**config.mk**
```make
export PLATFORM = sky130hd
export DESIGN_NAME = gdsc_top
export DESIGN_NICKNAME = d
export VERILOG_FILES = /design/src/gdsc_spi_slave.sv /design/src/gdsc_top.sv
export SDC_FILE = /design/constraint.sdc
export NUM_CORES = 1
export LEC_CHECK = 0
export ABC_AREA = 1
export BUFFER_PORTS_ARGS = -buffer_cell sky130_fd_sc_hd__clkbuf_2
export CAP_MARGIN = 5
export CORE_ASPECT_RATIO = 1.1
export CORE_UTILIZATION = 35
export DETAILED_ROUTE_END_ITERATION = 12
export GPL_TIMING_DRIVEN = 0
export MAX_ROUTING_LAYER = met4
export SYNTH_ARGS = -nofsm -noshare
export SYNTH_HDL_FRONTEND = slang
export SYNTH_SLANG_ARGS = --single-unit
```
**constraint.sdc**
```tcl
create_clock -name clk -period 2.85 [get_ports clk]
set_input_delay 0 -clock clk [delete_from_list [all_inputs] [get_ports clk]]
set_output_delay 0 -clock clk [all_outputs]
set_load 0.02 [all_outputs]
```
**src/gdsc_spi_slave.sv**
```systemverilog
// Purpose: Package of constants, and serial command slave for the gate driver start-up block
// Assumes: Serial pins arrive from another clock domain and are oversampled by clk (40 MHz)
// Notes: Frames are 16 bits, sampled on the rising serial clock edge, shifted on the falling one

`timescale 1ns/100ps
`default_nettype none

package gdsc_pkg;
  // ----------------------------------------------------------------
  // Frame format
  // ----------------------------------------------------------------
  localparam int FRAME_BITS = 16;
  localparam logic [15:0] FRAME_CLEAR = 16'h3409; // Clear faults, set 5 V threshold
  localparam logic [15:0] FRAME_FAULT_REPORT_REG = 16'h8000; // Diagnostic read
  localparam logic [3:0] CFG_PREFIX = 4'h3; // Top nibble of a config write
  localparam int CFG_PREFIX_MSB = 15;
  localparam int CFG_PREFIX_LSB = 12;
  localparam int CFG_CLEAR_BIT = 3;
  localparam int CFG_THR_MSB = 1;
  localparam int CFG_THR_LSB = 0;
  // ----------------------------------------------------------------
  // Overvoltage threshold codes and reset values
  // ----------------------------------------------------------------
  localparam logic [1:0] THR_3V3 = 2'h2; // Power-up default
  localparam logic [1:0] THR_RESET = THR_3V3;
  localparam logic [1:0] FAULTS_RESET = 2'h0;
  localparam int FAULT_OV = 0; // Logic supply overvoltage
  localparam int FAULT_EXT = 1; // External fault event
  // ----------------------------------------------------------------
  // Synchronised input vector positions
  // ----------------------------------------------------------------
  localparam int IN_EN_A = 0;
  localparam int IN_EN_B = 1;
  localparam int IN_HIGH = 2; // Three bits, phases one to three
  localparam int IN_LOW = 5; // Three bits, phases one to three
  localparam int IN_TEST = 8;
  localparam int IN_SUP5 = 9;
  localparam int IN_FEVT = 10;
  localparam int IN_WIDTH = 11;
endpackage : gdsc_pkg

module gdsc_spi_slave (
  input wire logic clk,
  input wire logic reset,
  input wire logic spi_cs_n,
  input wire logic spi_sck,
  input wire logic spi_si,
  input wire logic [15:0] tx_word,
  output logic spi_so,
  output logic spi_so_oe,
  output logic frame_valid,
  output logic [15:0] frame_data
);
  import gdsc_pkg::*;

  logic [2:0] meta_reg;
  logic [2:0] sync_reg;
  logic [2:0] last_reg;
  logic [15:0] rx_reg;
  logic [15:0] tx_reg;
  logic [4:0] cnt_reg;
  logic cs_fall, cs_rise, sck_rise, sck_fall, sel;

  // ----------------------------------------------------------------
  // Pin synchronisers and edge detection
  // ----------------------------------------------------------------
  // Two stages, then a history stage for edges; reset to idle pin levels
  always_ff @(posedge clk or posedge reset) begin
    if (reset) begin
      meta_reg <= 3'h4;
      sync_reg <= 3'h4;
      last_reg <= 3'h4;
    end else begin
      meta_reg <= {spi_cs_n, spi_sck, spi_si};
      sync_reg <= meta_reg;
      last_reg <= sync_reg;
    end
  end

  // Edges seen only on synchronised levels
  assign sel = ~sync_reg[2];
  assign cs_fall = ~sync_reg[2] & last_reg[2];
  assign cs_rise = sync_reg[2] & ~last_reg[2];
  assign sck_rise = sel & sync_reg[1] & ~last_reg[1];
  assign sck_fall = sel & ~sync_reg[1] & last_reg[1];

  // ----------------------------------------------------------------
  // Receive shifter, most significant bit first
  // ----------------------------------------------------------------
  always_ff @(posedge clk or posedge reset) begin
    if (reset) begin
      rx_reg <= 16'h0000;
      cnt_reg <= 5'h00;
    end else if (cs_fall) begin
      cnt_reg <= 5'h00;
    end else if (sck_rise) begin
      rx_reg <= {rx_reg[14:0], sync_reg[0]};
      if (cnt_reg != 5'h1f)
        cnt_reg <= cnt_reg + 5'h01;
    end
  end

  // Frame accepted only with exactly sixteen clocks
  always_ff @(posedge clk or posedge reset) begin
    if (reset) begin
      frame_valid <= 1'b0;
      frame_data <= 16'h0000;
    end else begin
      frame_valid <= cs_rise && (cnt_reg == 5'(FRAME_BITS));
      if (cs_rise)
        frame_data <= rx_reg;
    end
  end

  // ----------------------------------------------------------------
  // Transmit shifter, status word out
  // ----------------------------------------------------------------
  always_ff @(posedge clk or posedge reset) begin
    if (reset) begin
      tx_reg <= 16'h0000;
    end else if (cs_fall) begin
      tx_reg <= tx_word;
    end else if (sck_fall) begin
      tx_reg <= {tx_reg[14:0], 1'b0};
    end
  end

  assign spi_so = tx_reg[15];
  assign spi_so_oe = sel; // Driven only while selected

  property p_frame_len;
    @(posedge clk) disable iff (reset)
    frame_valid |-> $past(cnt_reg, 1) == 5'h10;
  endproperty
  a_frame_len: assert property (p_frame_len) else $error("bad frame length");

  property p_so_load;
    @(posedge clk) disable iff (reset)
    cs_fall |=> spi_so == $past(tx_word[15]) && spi_so_oe;
  endproperty
  a_so_load: assert property (p_so_load) else $error("serial output not loaded");

endmodule : gdsc_spi_slave

`default_nettype wire

```
**src/gdsc_top.sv**
```systemverilog
// Purpose: Gate driver start-up, enable gating and fault latching
// Assumes: All pins are asynchronous to clk (40 MHz) and pass two flip-flops
// Notes: Analog paths are not modelled; sense outputs carry test data only

`timescale 1ns/100ps
`default_nettype none

module gdsc_top (
  input wire logic clk,
  input wire logic reset,
  input wire logic gate_enable_a,
  input wire logic gate_enable_b,
  input wire logic high_cmd_phase_one,
  input wire logic high_cmd_phase_two,
  input wire logic high_cmd_phase_three,
  input wire logic low_cmd_phase_one,
  input wire logic low_cmd_phase_two,
  input wire logic low_cmd_phase_three,
  input wire logic test_mode_enable,
  input wire logic supply_is_5v,
  input wire logic fault_event,
  input wire logic spi_cs_n,
  input wire logic spi_sck,
  input wire logic spi_si,
  output logic spi_so,
  output logic spi_so_oe,
  output logic gate_high_one,
  output logic gate_high_two,
  output logic gate_high_three,
  output logic gate_low_one,
  output logic gate_low_two,
  output logic gate_low_three,
  output logic fault_flag_n,
  output logic sense_out_one,
  output logic sense_out_two,
  output logic [1:0] ov_threshold,
  output logic fault_report_reg_read_done
);
  import gdsc_pkg::*;

  logic [IN_WIDTH-1:0] in_meta_reg;
  logic [IN_WIDTH-1:0] in_sync_reg;
  logic [2:0] high_reg;
  logic [2:0] low_reg;
  logic [1:0] thr_reg;
  logic [1:0] fault_reg;
  logic [1:0] fault_next;
  logic fault_flag_n_reg;
  logic sense_one_reg;
  logic sense_two_reg;
  logic fault_report_reg_reg;
  logic frame_valid;
  logic [15:0] frame_data;
  logic [15:0] status_word;
  logic enabled, any_fault, cfg_write, clear_cmd;
  logic [2:0] high_s, low_s;
  logic [1:0] thr_eff;

  // Overvoltage when the 3.3 V threshold meets a 5 V supply
  function automatic logic ov_trip(input logic [1:0] thr, input logic sup5);
    ov_trip = sup5 && (thr == THR_3V3);
  endfunction : ov_trip

  // ----------------------------------------------------------------
  // Input synchronisers
  // ----------------------------------------------------------------
  // Two flip-flops on every pin
  always_ff @(posedge clk or posedge reset) begin
    if (reset) begin
      in_meta_reg <= '0;
      in_sync_reg <= '0;
    end else begin
      in_meta_reg <= {fault_event, supply_is_5v, test_mode_enable,
                      low_cmd_phase_three, low_cmd_phase_two, low_cmd_phase_one,
                      high_cmd_phase_three, high_cmd_phase_two, high_cmd_phase_one,
                      gate_enable_b, gate_enable_a};
      in_sync_reg <= in_meta_reg;
    end
  end

  assign enabled = in_sync_reg[IN_EN_A] & in_sync_reg[IN_EN_B];
  assign high_s = in_sync_reg[IN_HIGH +: 3];
  assign low_s = in_sync_reg[IN_LOW +: 3];

  // ----------------------------------------------------------------
  // Gate drive outputs
  // ----------------------------------------------------------------
  // Enables ANDed; both sides of a phase on is refused as shoot-through
  always_ff @(posedge clk or posedge reset) begin
    if (reset) begin
      high_reg <= 3'h0;
      low_reg <= 3'h0;
    end else if (!enabled) begin
      high_reg <= 3'h0;
      low_reg <= 3'h0;
    end else begin
      high_reg <= high_s & ~low_s;
      low_reg <= low_s & ~high_s;
    end
  end

  assign gate_high_one = high_reg[0];
  assign gate_high_two = high_reg[1];
  assign gate_high_three = high_reg[2];
  assign gate_low_one = low_reg[0];
  assign gate_low_two = low_reg[1];
  assign gate_low_three = low_reg[2];

  // ----------------------------------------------------------------
  // Serial command port
  // ----------------------------------------------------------------
  assign status_word = {fault_report_reg_reg, 11'h000, thr_reg, fault_reg};

  gdsc_spi_slave u_spi (
    .clk(clk),
    .reset(reset),
    .spi_cs_n(spi_cs_n),
    .spi_sck(spi_sck),
    .spi_si(spi_si),
    .tx_word(status_word),
    .spi_so(spi_so),
    .spi_so_oe(spi_so_oe),
    .frame_valid(frame_valid),
    .frame_data(frame_data)
  );

  assign cfg_write = frame_valid && (frame_data[CFG_PREFIX_MSB:CFG_PREFIX_LSB] == CFG_PREFIX);
  assign clear_cmd = cfg_write && frame_data[CFG_CLEAR_BIT];

  // Threshold field, written by a config frame
  always_ff @(posedge clk or posedge reset) begin
    if (reset)
      thr_reg <= THR_RESET;
    else if (cfg_write)
      thr_reg <= frame_data[CFG_THR_MSB:CFG_THR_LSB];
  end

  // Diagnostic frame marks the report as read
  always_ff @(posedge clk or posedge reset) begin
    if (reset)
      fault_report_reg_reg <= 1'b0;
    else if (frame_valid && frame_data == FRAME_FAULT_REPORT_REG)
      fault_report_reg_reg <= 1'b1;
  end

  assign ov_threshold = thr_reg;
  assign fault_report_reg_read_done = fault_report_reg_reg;

  // ----------------------------------------------------------------
  // Fault latch and flag
  // ----------------------------------------------------------------
  // Trip judged on the threshold being written, so a clear that also
  // lifts the threshold is not undone by the old code
  assign thr_eff = cfg_write ? frame_data[CFG_THR_MSB:CFG_THR_LSB] : thr_reg;

  // New events win over a clear in the same cycle
  always_comb begin
    fault_next = clear_cmd ? 2'h0 : fault_reg;
    if (ov_trip(thr_eff, in_sync_reg[IN_SUP5]))
      fault_next[FAULT_OV] = 1'b1;
    if (in_sync_reg[IN_FEVT])
      fault_next[FAULT_EXT] = 1'b1;
  end

  always_ff @(posedge clk or posedge reset) begin
    if (reset)
      fault_reg <= FAULTS_RESET;
    else
      fault_reg <= fault_next;
  end

  assign any_fault = |fault_reg;

  // Active-low flag
  always_ff @(posedge clk or posedge reset) begin
    if (reset)
      fault_flag_n_reg <= 1'b1;
    else
      fault_flag_n_reg <= ~any_fault;
  end

  assign fault_flag_n = fault_flag_n_reg;

  // ----------------------------------------------------------------
  // Test mode digital outputs
  // ----------------------------------------------------------------
  always_ff @(posedge clk or posedge reset) begin
    if (reset) begin
      sense_one_reg <= 1'b0;
      sense_two_reg <= 1'b0;
    end else begin
      sense_one_reg <= in_sync_reg[IN_TEST] & fault_reg[FAULT_OV];
      sense_two_reg <= in_sync_reg[IN_TEST] & fault_reg[FAULT_EXT];
    end
  end

  assign sense_out_one = sense_one_reg;
  assign sense_out_two = sense_two_reg;

  // ----------------------------------------------------------------
  // Assertions
  // ----------------------------------------------------------------
  property p_gate_off;
    @(posedge clk) disable iff (reset)
    !(in_sync_reg[IN_EN_A] && in_sync_reg[IN_EN_B]) |=> (high_reg == 3'h0) && (low_reg == 3'h0);
  endproperty
  a_gate_off: assert property (p_gate_off) else $error("gate on while disabled");

  property p_high_cmd;
    @(posedge clk) disable iff (reset)
    enabled && high_s[0] && !low_s[0] |=> gate_high_one && !gate_low_one;
  endproperty
  a_high_cmd: assert property (p_high_cmd) else $error("high command not followed");

  property p_low_cmd;
    @(posedge clk) disable iff (reset)
    enabled && low_s[2] && !high_s[2] |=> gate_low_three && !gate_high_three;
  endproperty
  a_low_cmd: assert property (p_low_cmd) else $error("low command not followed");

  property p_thr_default;
    @(posedge clk) disable iff (reset)
    $past(reset) |-> thr_reg == 2'h2;
  endproperty
  a_thr_default: assert property (p_thr_default) else $error("threshold reset wrong");

  property p_ov_latch;
    @(posedge clk) disable iff (reset)
    in_sync_reg[IN_SUP5] && thr_reg == 2'h2 && !cfg_write
      |=> fault_reg[FAULT_OV] ##1 !fault_flag_n;
  endproperty
  a_ov_latch: assert property (p_ov_latch) else $error("5 V supply fault not latched");

  property p_flag;
    @(posedge clk) disable iff (reset)
    ##1 fault_flag_n == !$past(any_fault);
  endproperty
  a_flag: assert property (p_flag) else $error("fault flag wrong");

  property p_test_out;
    @(posedge clk) disable iff (reset)
    in_sync_reg[IN_TEST] |=> sense_out_one == $past(fault_reg[FAULT_OV]);
  endproperty
  a_test_out: assert property (p_test_out) else $error("test output one wrong");

  property p_clear_frame;
    @(posedge clk) disable iff (reset)
    frame_valid && frame_data == 16'h3409 |=> thr_reg == 2'h1 && !fault_reg[FAULT_OV];
  endproperty
  a_clear_frame: assert property (p_clear_frame) else $error("clear frame ignored");

  property p_fault_report_reg_frame;
    @(posedge clk) disable iff (reset)
    frame_valid && frame_data == 16'h8000 |=> fault_report_reg_read_done [*3];
  endproperty
  a_fault_report_reg_frame: assert property (p_fault_report_reg_frame) else $error("fault_report_reg frame ignored");

endmodule : gdsc_top

`default_nettype wire

```
==> run_results.csv <==
group,metric,value,unit
outcome,status,"finished with violations",
outcome,violations,"design-rule violations",
floorplanning,die_y,107,um
clock_network,clock_path_buffers,2,
drt,remaining_drc_errors,8,
power,power_density,598,nW/um^2
floorplanning,coreArea,9840,sq um
layout,nFillCells,948,
synthesis,synth.avg_cell_area,10.7,sq um
hold_path,min_path_type,"in2async",
synthesis,yosysMostFrequentCell,"dfrtp_1",
timing,skew,12.1,ps
critical_path,worstRegToRegCells,8,
synthesis,synth-simple-area-share,17.0,%
synthesis,synth_compound_gate_area_share,6.42,%
layout,finalInstanceArea,4190,sq um
timing,rsz0062_at_grt,"false",
timing,hold_viol_final,0,
clock_network,h-tree-depth,3,
synthesis,synth_xor_xnor_area_share,0,%
clock_network,clock_latency,360,ps
floorplanning,io_pins,30,
synthesis,ys.flop_type,"dfrtp_1",
drt,num_vias,2313,
synthesis,synth_cells,331,
grt,grt_pass1_wl,10.8,mm
synthesis,netlist_area,3530,sq um
timing,slew_headroom,66.8,%
timing,setup_ws,1240,ps
critical_path,critical_path_class,"reg2reg",
power,peakVddDrop,0.234,mV
timing,timing.fmax,620,MHz
synthesis,ys_ff_latch,98,
power,cellLeakagePower,2.09,nW
critical_path,cp-start-kind,"register",
drt,routedWlPerCell,11.8,um
synthesis,yosysTopAreaCellShare,66.0,%
grt,grt_pass1_vias,2330,
layout,final_cell_count_no_fill,512,
timing,max_slew.worst_pin.slew,499,ps
grt,antenna_found_initial,0,
timing,period_share,56.6,%
synthesis,synthMuxAreaShare,0,%
grt,overflow,0,
drt,dr.first_iter.drc_count,94,
clock_network,root_buffer,"clkbuf_8",
timing,final.min_clock_period,1610,ps
floorplanning,start_util,35.9,%
synthesis,yosysTopAreaCell,"dfrtp_1",
synthesis,synth_warnings,0,
synthesis,synth_top_family_by_area,"simple AND/OR/NAND/NOR gates",
clock_network,clkSlewWorstSetupHoldPaths,100,ps
drt,firstDrtPassIters,10,
timing,drv_slew,0,
drt,ant_nets,0,
synthesis,ys_seq_area_share,69.7,%
grt,grt_usage,13.5,%
synthesis,synth_edf_count,0,
critical_path,cp-end-kind,"register",
clock_network,cts_sinks,98,
drt,vias_per_cell,4.52,
critical_path,cp_data_required_time,3090,ps
layout,drive_gt1_share,17.6,%
grt,grt_start_max_net_pins,61,
placement,port_buffers,29,
placement,dpl_cell_area,3850,sq um
layout,antenna_cells,0,
synthesis,async_flop_share,100,%
timing,whs,223,ps
placement,gp_congestion,0.768,
timing,setup_viol,0,
flow_run,drv_cap,0,
synthesis,synthAdderAreaFrac,1.06,%
placement,dp_hpwl,3.97,mm
drt,wl,6.02,mm
clock_network,cts_tree,"yes",
synthesis,synth_area_leaders,"dfrtp_1 66%, nand2_1 8.7%, o21ai_0 5.1%, inv_1 3.8%, dfstp_2 3.7%",
synthesis,ys_types,26,
layout,syn2layout_area_growth,18.6,%
floorplanning,die_w,97.7,um
synthesis,synth_fp_nets,350,
synthesis,synth_commonest_cells,"93 x dfrtp_1, 82 x nand2_1, 36 x inv_1, 36 x o21ai_0, 23 x nand3_1",
placement,dpl.cell_count,481,
clock_network,cts_buffers,9,
critical_path,cp_data_arrival_time,1860,ps
layout,nets,406,
floorplanning,dieArea,10500,sq um
floorplanning,rows,38,
clock_network,ctsResizeCount,0,
placement,preCtsSetupSlack,1240,ps
critical_path,path_max_fanout,6,
layout make-up:
class	instances	area, sq um	share of cell area, %
Buffer	10	58.8	1.41
Multi-Input combinational cell	184	865	20.7
Clock buffer	11	141	3.38
Tap cell	120	150	3.59
Sequential cell	98	2460	58.7
Timing Repair Buffer	45	323	7.71
Clock inverter	5	40.0	0.957
Inverter	39	149	3.56
worst max-delay path: stages, from the launching register on:
cell     delay (ps)
dfrtp_1         430
ha_1            220
nand2_1          90
nor2_1           50
ha_1            190
nor2_2          230
inv_1            90
nand2_1         120
o21ai_0          90
power breakdown:
| group | switching [mW] | internal [mW] | total, mW |
|---|---|---|---|
| clock network | 0.468 | 0.346 | 0.814 |
| logic | 0.114 | 0.0716 | 0.185 |
| registers | 0.0377 | 1.46 | 1.50 |
| total | 0.619 | 1.88 | 2.50 |
cell usage in the layout, fill, tap and decap left out, types with 2 or more instances in the layout:
cell           count
nand2_1           82
clkinv_4           4
a21oi_1            2
clkbuf_8          10
clkbuf_2          30
o211ai_1           2
inv_2              3
nor3_1             4
inv_1             35
dfstp_2            5
ha_1               3
dfrtp_1           93
nand3_1           23
nor2_1            18
buf_2              7
nand4_1            5
dlygate4sd3_1     15
o21ai_0           36
final timing paths:
check                                 start                 to  slack [ps]
setup reg to reg           u_spi.cnt_reg[0]   u_spi.cnt_reg[2]        1240
hold reg to reg              in_meta_reg[7]     in_sync_reg[7]         350
setup / recovery           u_spi.cnt_reg[0]   u_spi.cnt_reg[2]        1240
max in group asynchronous             reset  u_spi.last_reg[2]        1910
min in group clk                   spi_cs_n  u_spi.meta_reg[2]         260
hold / removal                        reset         low_reg[2]         220
timing repair:
action                    CTS  global route
hold endpoints to repair   52             0
setup buffers               0             0
hold buffers               15             0
per-layer routing:
| layer | share of wire, % | routed length [um] | GRT usage [%] | vias to the layer above |
|---|---|---|---|---|
| met2 | 47 | 2820 | 21.0 | 35 |
| met5 | 0 | 0 | - | - |
| li1 | - | - | - | 1161 |
| met4 | 1.8 | 106 | 6.17 | 0 |
| met1 | 48 | 2870 | 16.6 | 1108 |
| met3 | 3.7 | 225 | 3.83 | 9 |
stage by stage:
step	power, mW	utilization [%]	TNS (ps)
finish	2.50	42.5	0
global route	2.64	42.5	0
CTS	2.55	42.5	0
detailed placement	1.70	39.2	0
global placement	1.69	38.9	-67860
floorplan	1.64	-	0
cells by family after synthesis:
kind of cell | Yosys count
AND/OR/NAND/NOR | 138
flip-flops | 98
buffers and inverters | 49
AO/OA/AOI/OAI | 43
adder cells (fa/ha/maj) | 3
(Power assumes the default switching activity.)
